===== config.mk =====
export PLATFORM = sky130hd
export DESIGN_NAME = port_b_io_mux
export DESIGN_NICKNAME = d
export VERILOG_FILES = /design/src/rtl/port_b_pkg.sv /design/src/rtl/port_b_io_mux.sv
export SDC_FILE = /design/constraint.sdc
export NUM_CORES = 1
export LEC_CHECK = 0
export ABC_AREA = 1
export ABC_CLOCK_PERIOD_IN_PS = 1800
export BUFFER_PORTS_ARGS = -buffer_cell sky130_fd_sc_hd__buf_4
export CORE_ASPECT_RATIO = 1.2
export CORE_UTILIZATION = 56
export CTS_CLUSTER_DIAMETER = 40
export DETAILED_ROUTE_END_ITERATION = 10
export GPL_TIMING_DRIVEN = 0
export MAX_ROUTING_LAYER = met4
export PLACE_DENSITY = 0.78
export SYNTH_ARGS = -nofsm -noshare
export SYNTH_HDL_FRONTEND = slang
export SYNTH_SLANG_ARGS = --single-unit

===== constraint.sdc =====
create_clock -name clk -period 1.8 [get_ports clk]
set_clock_uncertainty 0.2 [all_clocks]
set_input_delay 0.18 -clock clk [delete_from_list [all_inputs] [get_ports clk]]
set_output_delay 0.18 -clock clk [all_outputs]
set_load 0.02 [all_outputs]

===== src/rtl/port_b_pkg.sv =====
// package: register map, field codes and carriers for the port b mux block
package port_b_pkg;
    localparam int ADDR_W = 16;
    localparam logic [15:0] OFF_FSEL_LO  = 16'hf25c;
    localparam logic [15:0] OFF_FSEL_HI  = 16'hf25d;
    localparam logic [15:0] OFF_DATA     = 16'hf258;
    localparam logic [15:0] OFF_DIR      = 16'hf259;
    localparam logic [15:0] OFF_DRV_LO   = 16'hf25a;
    localparam logic [15:0] OFF_DRV_HI   = 16'hf25b;
    localparam logic [15:0] OFF_EDGE_LO  = 16'hf024;
    localparam logic [15:0] OFF_EDGE_HI  = 16'hf025;
    localparam logic [15:0] OFF_SAMP_SEL = 16'hf026;
    localparam logic [7:0]  RST_FSEL     = 8'h00;
    localparam logic [7:0]  RST_DIR      = 8'h00;
    localparam logic [7:0]  RST_DRV      = 8'h00;
    localparam logic [7:0]  RST_DATA     = 8'h00;
    localparam logic [7:0]  RST_EDGE     = 8'h00;
    localparam logic [7:0]  RST_SAMP     = 8'h00;
    localparam logic [7:0]  SAMP_MASK    = 8'h30; // pin0/pin1 sampling bits 4,5
    localparam int SAMP_BIT0 = 4;
    localparam int EDGE_BIT0 = 4;                // pins 0/1 at bits 4,5 of edge regs
    localparam int NPIN = 8;
    // function codes
    localparam logic [1:0] FN_GPIO = 2'h0;
    localparam logic [1:0] FN_ALT1 = 2'h1;
    localparam logic [1:0] FN_ALT2 = 2'h2;
    localparam logic [1:0] FN_ALT3 = 2'h3;
    // drive codes: high-z, p open drain, n open drain, cmos
    typedef enum logic [1:0] {
        DRV_HIZ  = 2'b00,
        DRV_POD  = 2'b01,
        DRV_NOD  = 2'b10,
        DRV_CMOS = 2'b11
    } drive_t;
    // edge modes
    typedef enum logic [1:0] {
        EDGE_OFF  = 2'b00,
        EDGE_FALL = 2'b01,
        EDGE_RISE = 2'b10,
        EDGE_BOTH = 2'b11
    } edge_mode_t;
    // peripheral signals muxed onto the pins
    typedef struct packed {
        logic pwm_channel_c_output;
        logic low_speed_clock_output;
        logic high_speed_clock_output;
        logic comparator0_positive_output;
        logic comparator0_negative_output;
        logic comparator1_output;
        logic serial_transmit_data;
    } periph_t;
    // per-pin pad controls
    typedef struct packed {
        logic [7:0] out;
        logic [7:0] oe_n;
        logic [7:0] pull_up;
        logic [7:0] pull_down;
    } pad_t;
endpackage


===== src/rtl/port_b_io_mux.sv =====
// port b pin function mux, drive control and pin 0/1 edge interrupts
// Operation
// - pin 7 codes: gpio, low-speed clock, prohibited, pwm c.
// - pin 6 codes: gpio, external clock in, two prohibited.
// - pin 5 only gpio; other codes prohibited.
// - pin 4: gpio at 00, serial transmit at 10, rest prohibited.
// - pin 3: gpio at 00, comparator 0 negative at 11.
// - pin 2: gpio at 00, comparator 0 positive at 11.
// - pin 1: gpio at 00, serial transmit at 10.
// - pin 0: gpio, pwm c, high-speed clock, comparator 1.
// - function registers reset zero; byte access, low also 16-bit.
// - prohibited output pin ignores data: high-z, or low for nod/cmos.
// - each pin's direction bit chooses input or output.
// - output drive: high-z, p open drain, n open drain, cmos.
// - input: high-z, pull-down, pull-up.
// - reset puts every pin in high-z output mode.
// - gpio output drives data register bit.
// - data read in input direction returns pin level.
// - pins 0 and 1 each have a maskable interrupt source.
// - chosen edge on pin 0 or 1 raises its request.
// - sampled mode: sample on 16k falling edge, two highs needed.
// - request on system clock after second qualifying 16k edge.
// - edge codes: off, falling, rising, both; reset off.
// - sampling bit 0 unsampled, 1 sampled by 16k clock; reset 0.
// - stopped 16k clock means no sampling.
// - direction 0 output, 1 input; drive and pull code table.
`default_nettype none
module port_b_io_mux
    import port_b_pkg::*;
(
    input  wire logic              clk,
    input  wire logic              rst_n,
    input  wire logic [ADDR_W-1:0] addr,
    input  wire logic [15:0]       wdata,
    input  wire logic              wr_en,
    input  wire logic              wr_word,
    input  wire logic              rd_en,
    output logic      [15:0]       rdata,
    input  wire logic [7:0]        pin_in,
    output pad_t                   pad,
    input  wire periph_t           periph,
    output logic                   external_clock_input,
    input  wire logic              sampling_clock_16k,
    input  wire logic              int_enable_0,
    input  wire logic              int_enable_1,
    output logic                   pin0_interrupt_request,
    output logic                   pin1_interrupt_request
);
    logic [7:0] fsel_lo_q, fsel_lo_d, fsel_hi_q, fsel_hi_d;
    logic [7:0] dir_q, dir_d, drv_lo_q, drv_lo_d, drv_hi_q, drv_hi_d;
    logic [7:0] data_q, data_d, edge_lo_q, edge_lo_d, edge_hi_q, edge_hi_d;
    logic [7:0] samp_q, samp_d;
    logic [15:0] rdata_q, rdata_d;
    logic [7:0] sync1_q, sync2_q;
    logic       clk16_s1_q, clk16_s2_q, clk16_prev_q;

    // register writes; word write at the low function address covers both
    always_comb begin
        fsel_lo_d = fsel_lo_q;
        fsel_hi_d = fsel_hi_q;
        dir_d     = dir_q;
        drv_lo_d  = drv_lo_q;
        drv_hi_d  = drv_hi_q;
        data_d    = data_q;
        edge_lo_d = edge_lo_q;
        edge_hi_d = edge_hi_q;
        samp_d    = samp_q;
        if (wr_en) begin
            case (addr)
                OFF_FSEL_LO: begin
                    fsel_lo_d = wdata[7:0];
                    if (wr_word) begin
                        fsel_hi_d = wdata[15:8];
                    end
                end
                OFF_FSEL_HI:  fsel_hi_d = wdata[7:0];
                OFF_DIR:      dir_d     = wdata[7:0];
                OFF_DRV_LO:   drv_lo_d  = wdata[7:0];
                OFF_DRV_HI:   drv_hi_d  = wdata[7:0];
                OFF_DATA:     data_d    = wdata[7:0];
                OFF_EDGE_LO:  edge_lo_d = wdata[7:0];
                OFF_EDGE_HI:  edge_hi_d = wdata[7:0];
                OFF_SAMP_SEL: samp_d    = wdata[7:0] & SAMP_MASK;
                default:      ;
            endcase
        end
    end

    // read mux; unmapped addresses read zero
    always_comb begin
        rdata_d = 16'h0000;
        if (rd_en) begin
            case (addr)
                OFF_FSEL_LO:  rdata_d = {fsel_hi_q, fsel_lo_q};
                OFF_FSEL_HI:  rdata_d = {8'h00, fsel_hi_q};
                OFF_DIR:      rdata_d = {8'h00, dir_q};
                OFF_DRV_LO:   rdata_d = {8'h00, drv_lo_q};
                OFF_DRV_HI:   rdata_d = {8'h00, drv_hi_q};
                OFF_DATA:     rdata_d = {8'h00, (dir_q & sync2_q) | (~dir_q & data_q)};
                OFF_EDGE_LO:  rdata_d = {8'h00, edge_lo_q};
                OFF_EDGE_HI:  rdata_d = {8'h00, edge_hi_q};
                OFF_SAMP_SEL: rdata_d = {8'h00, samp_q};
                default:      rdata_d = 16'h0000;
            endcase
        end
    end
    assign rdata = rdata_q;

    always_ff @(posedge clk or negedge rst_n) begin
        if (!rst_n) begin
            fsel_lo_q <= RST_FSEL;
            fsel_hi_q <= RST_FSEL;
            dir_q     <= RST_DIR;
            drv_lo_q  <= RST_DRV;
            drv_hi_q  <= RST_DRV;
            data_q    <= RST_DATA;
            edge_lo_q <= RST_EDGE;
            edge_hi_q <= RST_EDGE;
            samp_q    <= RST_SAMP;
            rdata_q   <= 16'h0000;
        end else begin
            fsel_lo_q <= fsel_lo_d;
            fsel_hi_q <= fsel_hi_d;
            dir_q     <= dir_d;
            drv_lo_q  <= drv_lo_d;
            drv_hi_q  <= drv_hi_d;
            data_q    <= data_d;
            edge_lo_q <= edge_lo_d;
            edge_hi_q <= edge_hi_d;
            samp_q    <= samp_d;
            rdata_q   <= rdata_d;
        end
    end

    // pin and 16k clock synchronisers; first stage feeds only the second
    always_ff @(posedge clk or negedge rst_n) begin
        if (!rst_n) begin
            sync1_q      <= 8'h00;
            sync2_q      <= 8'h00;
            clk16_s1_q   <= 1'b0;
            clk16_s2_q   <= 1'b0;
            clk16_prev_q <= 1'b0;
        end else begin
            sync1_q      <= pin_in;
            sync2_q      <= sync1_q;
            clk16_s1_q   <= sampling_clock_16k;
            clk16_s2_q   <= clk16_s1_q;
            clk16_prev_q <= clk16_s2_q;
        end
    end

    // no 16k falling edge means no samples
    logic clk16_fall;
    assign clk16_fall = clk16_prev_q & ~clk16_s2_q;
    // external clock input passes the synchronised pin 6 level
    assign external_clock_input = (fsel_hi_q[6] == 1'b0 && fsel_lo_q[6] == 1'b1)
                                  ? sync2_q[6] : 1'b0;

    // per-pin function decode and pad drive
    genvar g;
    generate
        for (g = 0; g < NPIN; g++) begin : g_pin
            logic [1:0] code;
            logic       alt_ok, alt_val, src, is_in;
            drive_t     drv;
            assign code  = {fsel_hi_q[g], fsel_lo_q[g]};
            assign is_in = dir_q[g];
            assign drv   = drive_t'({drv_hi_q[g], drv_lo_q[g]});
            always_comb begin
                alt_ok  = 1'b0;
                alt_val = 1'b0;
                if (code == FN_GPIO) begin
                    alt_ok = 1'b1;
                end else begin
                    case (g)
                        7: begin
                            alt_ok  = (code != FN_ALT2);
                            alt_val = (code == FN_ALT1) ? periph.low_speed_clock_output
                                                        : periph.pwm_channel_c_output;
                        end
                        // pin 6 external clock is an input function
                        6: begin
                            alt_ok  = (code == FN_ALT1);
                            alt_val = data_q[g];
                        end
                        5: alt_ok = 1'b0;
                        4, 1: begin
                            alt_ok  = (code == FN_ALT2);
                            alt_val = periph.serial_transmit_data;
                        end
                        3: begin
                            alt_ok  = (code == FN_ALT3);
                            alt_val = periph.comparator0_negative_output;
                        end
                        2: begin
                            alt_ok  = (code == FN_ALT3);
                            alt_val = periph.comparator0_positive_output;
                        end
                        0: begin
                            alt_ok = 1'b1;
                            case (code)
                                FN_ALT1: alt_val = periph.pwm_channel_c_output;
                                FN_ALT2: alt_val = periph.high_speed_clock_output;
                                default: alt_val = periph.comparator1_output;
                            endcase
                        end
                        default: alt_ok = 1'b0;
                    endcase
                end
            end
            // gpio drives the data bit; prohibited forces low
            assign src = (code == FN_GPIO) ? data_q[g] : (alt_ok ? alt_val : 1'b0);
            always_comb begin
                pad.out[g]       = 1'b0;
                pad.oe_n[g]      = 1'b1;
                pad.pull_up[g]   = 1'b0;
                pad.pull_down[g] = 1'b0;
                if (is_in) begin
                    pad.pull_down[g] = (drv == DRV_POD);
                    pad.pull_up[g]   = (drv == DRV_NOD);
                end else begin
                    case (drv)
                        DRV_POD: begin
                            pad.out[g]  = 1'b1;
                            pad.oe_n[g] = ~(src & alt_ok);
                        end
                        DRV_NOD: begin
                            pad.out[g]  = 1'b0;
                            pad.oe_n[g] = src;
                        end
                        DRV_CMOS: begin
                            pad.out[g]  = src;
                            pad.oe_n[g] = 1'b0;
                        end
                        default: pad.oe_n[g] = 1'b1;
                    endcase
                end
            end
        end
    endgenerate

    // edge detection for pins 0 and 1
    logic [1:0] prev_q, prev_d, samp_a_q, samp_a_d, samp_b_q, samp_b_d;
    logic [1:0] irq_q, irq_d;
    always_comb begin
        prev_d   = sync2_q[1:0];
        samp_a_d = samp_a_q;
        samp_b_d = samp_b_q;
        irq_d    = 2'b00;
        for (int i = 0; i < 2; i++) begin
            edge_mode_t m;
            logic       rise, fall, en;
            m  = edge_mode_t'({edge_hi_q[EDGE_BIT0 + i], edge_lo_q[EDGE_BIT0 + i]});
            en = (i == 0) ? int_enable_0 : int_enable_1;
            if (samp_q[SAMP_BIT0 + i]) begin
                rise = 1'b0;
                fall = 1'b0;
                if (clk16_fall) begin
                    samp_a_d[i] = sync2_q[i];
                    samp_b_d[i] = samp_a_q[i];
                    rise = sync2_q[i] & samp_a_q[i] & ~samp_b_q[i];
                    fall = ~sync2_q[i] & ~samp_a_q[i] & samp_b_q[i];
                end
            end else begin
                rise = sync2_q[i] & ~prev_q[i];
                fall = ~sync2_q[i] & prev_q[i];
            end
            // selected edge raises request; enable gates
            case (m)
                EDGE_FALL: irq_d[i] = en & fall;
                EDGE_RISE: irq_d[i] = en & rise;
                EDGE_BOTH: irq_d[i] = en & (rise | fall);
                default:   irq_d[i] = 1'b0;
            endcase
        end
    end

    // request one clock after the qualifying 16k edge
    always_ff @(posedge clk or negedge rst_n) begin
        if (!rst_n) begin
            prev_q   <= 2'b00;
            samp_a_q <= 2'b00;
            samp_b_q <= 2'b00;
            irq_q    <= 2'b00;
        end else begin
            prev_q   <= prev_d;
            samp_a_q <= samp_a_d;
            samp_b_q <= samp_b_d;
            irq_q    <= irq_d;
        end
    end
    assign pin0_interrupt_request = irq_q[0];
    assign pin1_interrupt_request = irq_q[1];
endmodule
`default_nettype wire


==> results of run 1 <==
==> stage by stage <==
stage | instance area, um2 | power [mW] | setup TNS (ps)
after CTS | 7048 | 4.919 | -1315
after global placement | 6394 | 2.825 | -7147
after global routing | 7138 | 5.073 | -2013
final | 7138 | 4.911 | -1346
after floorplan | 5497 | 2.651 | 0
after detailed placement | 6394 | 2.836 | -8481
==> cell usage in the layout, fill, tap and decap left out, drive strengths merged <==
cell type / Yosys / final
nand2: 146 / 146
buf: 12 / 124
o21ai: 111 / 111
dfrtp: 109 / 109
inv: 95 / 99
nor2: 78 / 78
nand3: 66 / 66
nor3: 23 / 23
dlygate4sd3: 0 / 20
clkbuf: 8 / 18
a21oi: 10 / 10
ha: 5 / 5
mux2: 4 / 4
o211ai: 4 / 4
nand4: 2 / 2
o22ai: 2 / 2
o31ai: 2 / 2
a21boi: 2 / 2
a22oi: 1 / 1
a31oi: 1 / 1
nor4: 1 / 1
clkinv: 0 / 1
bufinv: 0 / 1
==> where the power goes <==
part / total, mW / switching [mW] / internal (mW) / leakage, nW
sequential: 2.51 / 0.0214 / 2.48 / 1.24
combinational: 0.329 / 0.190 / 0.139 / 2.28
clock: 2.08 / 0.931 / 1.14 / 0.156
total: 4.91 / 1.14 / 3.77 / 3.67
==> per-layer routing <==
metal	GRT usage [%]	vias to the layer above
li1	-	2487
met3	4.683	60
met1	41.77	2434
met2	53.68	243
met5	-	-
met4	16.77	0
==> kinds of logic (layout without fill, tap and decap cells) <==
group,count (synthesis),in the layout,synth area share [%]
adders and majority gates,5,5,1.138
AOI/OAI and AO/OA,133,133,12.98
buffers and inverters,115,263,8.832
and+or+nand+nor,316,316,26.61
DFF,109,109,49.62
muxes,4,4,0.8194
==> layout make-up <==
cell class | instances | area (um2)
Sequential cell | 109 | 2729
Multi-Input combinational cell | 458 | 2371
Clock inverter | 6 | 76.32
Fill cell | 755 | 2377
Timing Repair Buffer | 132 | 1084
Clock buffer | 10 | 239.0
Buffer | 20 | 128.9
Tap cell | 123 | 153.9
Inverter | 95 | 356.6
==> flip-flops by register name, summed over array words and instances (netlist names), 8 cells and up <==
signal / cells
edge_lo_q: 8
rdata: 16
fsel_lo_q: 8
drv_hi_q: 8
sync2_q: 8
edge_hi_q: 8
drv_lo_q: 8
sync1_q: 8
fsel_hi_q: 8
dir_q: 8
data_q: 8
==> final timing paths <==
kind / to / start / slack (ps)
min reg2reg: sync2_q[7] / sync1_q[7] / 150
max: pad[16] / fsel_hi_q[0] / -300
max in group asynchronous: rdata[3] / rst_n / 630
min in group asynchronous: rdata[12] / rst_n / 240
max reg2reg: irq_q[1] / clk16_s2_q / 230
min: fsel_hi_q[6] / wdata[14] / 3
==> critical path: cells and delay by family, from the launching register on <==
kind | cells | cell delay (ps)
buffers and inverters | 2 | 250
flip-flops | 1 | 390
AO/OA/AOI/OAI | 1 | 150
adder cells (fa/ha/maj) | 1 | 260
AND/OR/NAND/NOR | 5 | 310
==> timing repair <==
item	4_1_cts	5_1_grt
hold buffers	18	2
endpoints found under the hold margin	30	109
pin swaps	10	8
gates resized for setup	32	12
setup endpoints to repair	14	15
gates cloned	0	0
buffers inserted	11	1
==> results by group, run 1 <==
Synthesis
  – Synthesis Warnings: 0
  – Yosys top cell area share: 49.62%
  – Post-synth top cells: nand2_1 (136), dfrtp_1 (109), o21ai_0 (96)
  – Post-synthesis sequential area ratio: between 40 and 50%
  – Synthesized flop and latch total: between 100 and 150
  – Synth Flop Type: dfrtp_1
  – Post-synth ARST share: 100.0%
  – Yosys cell types: 32
  – Syn Area/Cell: 8.059 um2
  – Most common cell in the netlist: nand2_1
  – Cells after Synth: roughly 680
  – Synth Cell Area: 5497 um2
  – EDFF count, synth: 0
  – Syn Nets: roughly 740
  – Largest area contributor in the netlist: dfrtp_1
  – Largest cells by area after synthesis: dfrtp_1 (50%), nand2_1 (9.3%), o21ai_0 (8.7%)

Route
  – Pre-antenna DRT Iters: 5
  – Drt wl/cell: 16.75 um
  – Final wirelength: about 16000 um
  – Routed vias: roughly 5200
  – M1 WL: 6404 um
  – DR top layer: met4
  – Routed vias/inst: approximately 5.5
  – DR WL met2: roughly 7900 um
  – Met3 routed WL: 1050 um
  – 1st-iter DRT viols: between 500 and 600
  – DRC errors left: 0
  – Final antenna-violating net count: 0

Timing
  – Final setup fails: 6
  – Slew Limit Fails: 0
  – RSZ-0062 raised after global routing: yes
  – Final WS setup: -300.6 ps
  – Final hold slack: about 3.2 ps
  – Worst slew pin tran: about 550 ps
  – Crit path time final: ~2100 ps
  – Slew headroom: approximately 63%
  – Final Hold Fails: 0
  – Final Cycle Share: 116.7%
  – F_max: approximately 480 MHz

GRT
  – First-pass GRT wire length: approximately 26000 um
  – Total gr overflow: 0
  – Vias in the first global route: 5199
  – Initial antenna violation count: 0
  – Largest net degree at the start of global routing: 110
  – Total track usage: around a third

Cells and area
  – Nets: a little under 900
  – Synth-to-Final Area Change: 29.87%
  – Layout cells sized above 1: approximately 24%
  – Final core utilization: approximately three quarters
  – # diodes: 0
  – Non-filler instance count after layout: 953

Setup path
  – CP max FO: 3
  – Startpoint types: flip-flop
  – Reg2Reg Depth: 5
  – CP cell instances: inv_2 -> ha_4 -> nor2_1 -> nor2_1 -> nand2_1 -> nand3_2 -> nor2_1 -> a31oi_1 -> buf_4
  – CP arrival: approximately 1700 ps
  – Crit Path Class: reg -> out
  – Critical Path RT: roughly 1400 ps
  – CP dominant cell by count: nor2_1
  – Crit end category: output pin
  – Slowest-stage cell, CP: dfrtp_1
  – CP max stage delay: between 300 and 400 ps

Clock tree
  – Worst-Skew Late Latency: approximately 350 ps
  – CTS max path bufs: 2
  – CTS sink count: about 110
  – Num CTS Buffers: 9
  – Max H-tree Level: 3
  – Root buffer cell: clkbuf_16
  – CTS clk-pin slew, worst paths: 70 ps
  – CTS tree: built

Floorplanning
  – Height of the die: between 100 and 150 um
  – Die ar.: around 10000 um2
  – Die width: ~92 um
  – Area of the core: 9515 um2
  – Starting density of the core: 57.76%
  – # IOs: roughly 110
  – Site Rows: 39

Job
  – Total of max-cap violations: 0

Placed design
  – GP Congestion: around 0.96
  – Pre-CTS setup slack: -229.2 ps
  – Port buffer count: slightly below 100
  – Hpwl dp: around 11000 um
  – Placed insts: 904

Status
  – Failing checks: setup timing
  – Outcome: finished with violations

Min path
  – Hold Path Class: in -> reg
  – Hold path depth: 5

Power and ir drop
  – Pwr Density: around 690 nW/um2
  – P_leak: around 3.7 nW
  – VDD IR-drop max: around 570 uV
Power figures use the tool's default switching activity.
==> inputs of run 2 (changes only) <==
- CORE_MARGIN: unset -> 4
- MAX_ROUTING_LAYER: met4 -> unset
==> results by group, run 2 (synthesis results as in run 1) <==
Status
  – Outcome: finished with violations
  – Failing checks: hold timing, setup timing

Route
  – Drt wl/cell: around 18 um
  – Routed vias/inst: about 5.6
  – DRC errors left: 0
  – Final wirelength: about 17000 um
  – 1st-iter DRT viols: between 400 and 500
  – Routed vias: between 5000 and 6000
  – Pre-antenna DRT Iters: 8
  – Final antenna-violating net count: 0

Setup path
  – CP arrival: between 1500 and 2000 ps
  – R2R Path Start: clk16_s2_q
  – CP cell instances: inv_2 -> ha_4 -> nor2_2 -> nor2_1 -> nand2_2 -> nand3_2 -> nor2_1 -> a31oi_1 -> buf_4
  – Reg2Reg Depth: 7
  – Startpoint types: flip-flop
  – CP max FO: 3
  – CP dominant cell by count: nor2_1
  – Critical Path RT: between 1000 and 1500 ps
  – CP startpoint: fsel_hi_q[0]
  – Slowest-stage cell, CP: dfrtp_1
  – Crit Path Class: reg -> out
  – Crit end category: output pin
  – CP max stage delay: around 400 ps
  – R2R setup slack: between 200 and 300 ps

GRT
  – Initial antenna violation count: 0
  – Largest net degree at the start of global routing: 110
  – First-pass GRT wire length: 26390 um
  – Total gr overflow: 0
  – Total track usage: 29.36%
  – Vias in the first global route: around 5300

Timing
  – Worst slew pin tran: approximately 550 ps
  – Fin Setup TNS: -1558 ps
  – Final hold slack: -2.405 ps
  – Crit path time final: approximately 2100 ps
  – Final setup fails: 11
  – Final Hold Fails: 1
  – F_max: between 400 and 500 MHz
  – Final WS setup: -316.0 ps
  – Slew Limit Fails: 0
  – RSZ-0062 raised after global routing: yes
  – Slew headroom: 63.31%
  – Final Cycle Share: 117.6%

Placed design
  – GP Congestion: approximately 0.96
  – Port buffer count: between 90 and 100
  – Placed insts: 904
  – Pre-CTS setup slack: -223.5 ps
  – Cell Area, Placed: 6394 um2
  – Hpwl dp: ~12000 um

Min path
  – Hold path depth: 5
  – Hold Path Class: in -> reg
  – Startpoint of the worst hold path: wdata[14]

Floorplanning
  – # IOs: roughly 110
  – Height of the die: between 100 and 150 um
  – Starting density of the core: around 57%
  – Site Rows: 39
  – Area of the core: ~9600 um2
  – Die width: approximately 98 um
  – Die ar.: around 11000 um2

Cells and area
  – Largest register FFs: 16
  – # diodes: 0
  – Non-filler instance count after layout: 962
  – Commonest non-fill, non-tap cell in the layout: nand2_1
  – Synth-to-Final Area Change: 31.57%
  – Layout cells sized above 1: approximately a quarter
  – Most frequent cells in the layout: nand2_1 (134), buf_4 (121), dfrtp_1 (104)
  – Final core utilization: approximately three quarters
  – Nets: between 800 and 900
  – Final Cell Area: slightly above 7000 um2

Clock tree
  – Worst-Skew Late Latency: about 360 ps
  – CTS sink count: around 110
  – CTS clk-pin slew, worst paths: ~80 ps
  – Max H-tree Level: 3
  – CTS tree: built
  – Root buffer cell: clkbuf_16
  – Num CTS Buffers: 9
  – CTS max path bufs: 2

Power and ir drop
  – P_leak: about 3.7 nW
  – VDD IR-drop max: between 500 and 600 uV
  – Pwr Density: ~660 nW/um2

Job
  – Total of max-cap violations: 0
run 2: layout make-up:
class | instances | area [um2]
multi-input cells | 458 | 2422
clock inverters | 7 | 56.30
repair buffers | 141 | 1155
inverters | 95 | 356.6
plain buffers | 20 | 128.9
well taps | 123 | 153.9
clock buffers | 9 | 225.2
fillers | 717 | 2332
flip-flops and latches | 109 | 2734
run 2: routing by layer:
| layer | GRT usage, % | routed length [um] |
|---|---|---|
| met1 | 37.06 | 6524 |
| met2 | 49.39 | 8440 |
| met3 | 5.436 | 1378 |
| met4 | 13.66 | 670 |
| met5 | 0 | 0 |
run 2: where the power goes:
part           switching (mW)  internal [mW]
combinational           0.196          0.140
sequential             0.0212           2.48
clock                   0.960          0.957
run 2: worst paths after layout:
kind | endpoint
max | pad[16]
min | fsel_hi_q[6]
max reg2reg | irq_q[1]
min reg2reg | sync2_q[1]
max in group asynchronous | edge_hi_q[3]
min in group asynchronous | drv_lo_q[4]
run 2: what timing repair did:
action,CTS,global route
buffers inserted,10,11
hold endpoints to repair,30,109
hold buffers,18,2
resized for setup,40,21
pin swaps,9,11
setup endpoints to repair,14,22
run 2: stage by stage:
step                      hold WS [ps]  total power [mW]
after CTS                        5.090             4.747
after floorplan                 -315.6             2.651
after global placement           89.42             2.826
after detailed placement         90.31             2.839
after global routing             34.75             4.912
final                           -2.405             4.758
run 2: worst max-delay path: cells and delay by family (launching register included):
family / cells / cell delay (ps)
compound gates: 1 / 150
fa+ha+maj: 1 / 270
buf+inv: 2 / 250
flops: 1 / 400
simple gates: 5 / 320
==> inputs of run 3 (changes only) <==
- ABC_AREA: 1 -> 0
- ABC_CLOCK_PERIOD_IN_PS: 1800 -> 2300
- CORE_UTILIZATION: 56 -> 55
- PLACE_DENSITY: 0.78 -> 0.77
- RECOVER_POWER: unset -> 100
- clock period: 1.8 -> 2.3 ns (I/O delays scaled with it)
==> results by group, run 3 <==
Timing
  – Slew headroom: about 37%
  – Final setup fails: 2
  – Crit path time final: 2429 ps
  – Slew Limit Fails: 0
  – Final WS setup: -129.3 ps
  – Final Hold Fails: 0
  – F_max: between 400 and 500 MHz
  – Worst slew pin tran: between 900 and 1000 ps
  – RSZ-0062 raised after global routing: yes
  – Final Cycle Share: 105.6%

Placed design
  – GP Congestion: roughly 0.85
  – Cell Area, Placed: a little over 6000 um2
  – Port buffer count: roughly 100
  – Hpwl dp: ~9400 um

Setup path
  – CP cell instances: inv_2 -> ha_4 -> nor2_2 -> a211oi_2 -> a21oi_2 -> mux2i_1 -> or2_4 -> buf_6
  – Crit path buf inv count: 2
  – CP delay by family, top: flip-flops
  – Crit end category: output pin
  – Startpoint types: flip-flop
  – Slowest-stage cell, CP: dfrtp_1
  – CP max FO: 3
  – CP max stage delay: between 400 and 500 ps
  – Crit Path Class: reg -> out
  – CP arrival: roughly 2000 ps
  – Critical Path RT: around 1900 ps

GRT
  – Largest net degree at the start of global routing: 110
  – Total gr overflow: 0
  – Initial antenna violation count: 0
  – Total track usage: roughly 25%
  – First-pass GRT wire length: roughly 22000 um
  – Vias in the first global route: approximately 4300

Route
  – Drt wl/cell: just under 20 um
  – 1st-iter DRT viols: between 200 and 300
  – Pre-antenna DRT Iters: 4
  – DRC errors left: 0
  – Routed vias/inst: around 5.8
  – Final wirelength: 13990 um
  – Routed vias: between 4000 and 5000
  – Final antenna-violating net count: 0

Synthesis
  – Post-synthesis sequential area ratio: ~52%
  – Yosys cell types: 51
  – EDFF count, synth: 0
  – Synthesis Warnings: 0
  – Post-synth top cells: dfrtp_1 (109), mux2_2 (76), nand2_1 (40)
  – Largest area contributor in the netlist: dfrtp_1
  – Post-synth ARST share: 100.0%
  – Synth Flop Type: dfrtp_1
  – Largest cells by area after synthesis: dfrtp_1 (52%), mux2_2 (16%), mux2i_1 (3.8%)
  – Synthesized flop and latch total: 109
  – Synth Cell Area: around 5300 um2
  – Syn Nets: ~500
  – Cells after Synth: between 400 and 500
  – Most common cell in the netlist: dfrtp_1
  – Yosys top cell area share: 51.90%
  – Syn Area/Cell: roughly 12 um2

Cells and area
  – Synth-to-Final Area Change: 26.12%
  – # diodes: 0
  – Final core utilization: 72.23%
  – Final Cell Area: ~6600 um2
  – Largest register FFs: 16
  – Most frequent cells in the layout: dfrtp_1 (109), mux2_2 (76), clkbuf_1 (59)
  – Layout cells sized above 1: between 20 and 30%
  – Commonest non-fill, non-tap cell in the layout: dfrtp_1
  – Nets: between 600 and 700

Floorplanning
  – # IOs: 106
  – Starting density of the core: a little under three fifths
  – Site Rows: 38
  – Die width: ~97 um
  – Height of the die: around 120 um
  – Die ar.: ~11000 um2
  – Area of the core: slightly above 9000 um2

Clock tree
  – CTS clk-pin slew, worst paths: about 100 ps
  – Num CTS Buffers: 9
  – Max H-tree Level: 3
  – Worst-Skew Late Latency: about 370 ps
  – CTS max path bufs: 2
  – CTS sink count: 109
  – CTS tree: built
  – Root buffer cell: clkbuf_8

Status
  – Failing checks: setup timing
  – Outcome: finished with violations

Power and ir drop
  – P_leak: ~3.0 nW
  – Pwr Density: between 500 and 600 nW/um2
  – Final Power: ~3.3 mW
  – VDD IR-drop max: 322.3 uV

Job
  – Total of max-cap violations: 0

Min path
  – Hold Path Class: in -> reg
## run 3: final cells by class
| cell class | count | area [um2] |
|---|---|---|
| clock buffer | 12 | 145.1 |
| inverter | 11 | 41.29 |
| buffer | 12 | 51.30 |
| fill | 733 | 2549 |
| sequential | 109 | 2728 |
| clock inverter | 4 | 47.55 |
| timing repair buffer | 139 | 938.4 |
| multi-input combinational | 317 | 2526 |
| tap | 120 | 150.1 |
## run 3: report_power, final
group          total [mW]  leakage (nW)  internal (mW)  switching, mW
combinational       0.243          1.45          0.115          0.128
sequential           1.94          1.47           1.93        0.00882
clock                1.15        0.0964          0.531          0.619
total                3.34          3.02           2.58          0.756
## run 3: path summary, 6_finish.rpt
| path | startpoint | endpoint | slack, ps | cells after the start |
|---|---|---|---|---|
| min | rd_en | rdata[4] | 120 | 3 |
| min reg2reg | sync1_q[4] | sync2_q[4] | 150 | 0 |
| max reg2reg | dir_q[5] | rdata[5] | 540 | 4 |
| min in group asynchronous | rst_n | drv_hi_q[2] | 140 | 2 |
| max in group asynchronous | rst_n | rdata[11] | 450 | 3 |
| max | fsel_hi_q[0] | pad[16] | -130 | 8 |
## run 3: cell families after synthesis
family	count (synthesis)	synth area share (%)
AND/OR/NAND/NOR	143	16.26
adder cells (fa/ha/maj)	5	1.190
multiplexers	96	20.10
buffers and inverters	23	1.762
flip-flops	109	51.90
AO/OA/AOI/OAI	73	8.786
## run 3: worst reg2reg max path, cell delays in order (launching register included)
cell and delay (ps):
dfrtp_1 460, mux2_2 290, a22o_1 220, a222oi_1 290, a21oi_1 130
## run 3: per-layer routing
| layer | routed length, um | up-vias | GRT usage [%] |
|---|---|---|---|
| met5 | 0 | - | 0 |
| met4 | 359 | 0 | 12.37 |
| met3 | 725 | 29 | 4.126 |
| met2 | 7386 | 124 | 44.29 |
| met1 | 5518 | 2141 | 29.79 |
| li1 | - | 1939 | - |
## run 3: repair_timing
action | in CTS | in global routing
gates resized for setup | 8 | 16
buffers inserted | 2 | 4
endpoints found under the setup margin | 10 | 26
pin swaps | 2 | 7
hold buffers | 27 | 1
endpoints found under the hold margin | 77 | 109
## run 3: through the flow
| stage | setup slack [ps] | hold slack (ps) | TNS (ps) | cells |
|---|---|---|---|---|
| 2_1_floorplan | 213.0 | -265.6 | 0 | 449 |
| 3_3_place_gp | -562.1 | 133.0 | -9522 | 673 |
| 3_5_place_dp | -596.6 | 134.7 | -11290 | 673 |
| 4_1_cts | -134.7 | 15.66 | -134.7 | 718 |
| 5_1_grt | -212.3 | 119.8 | -688.1 | 724 |
| 6_report | -129.3 | 123.8 | -186.4 | 724 |
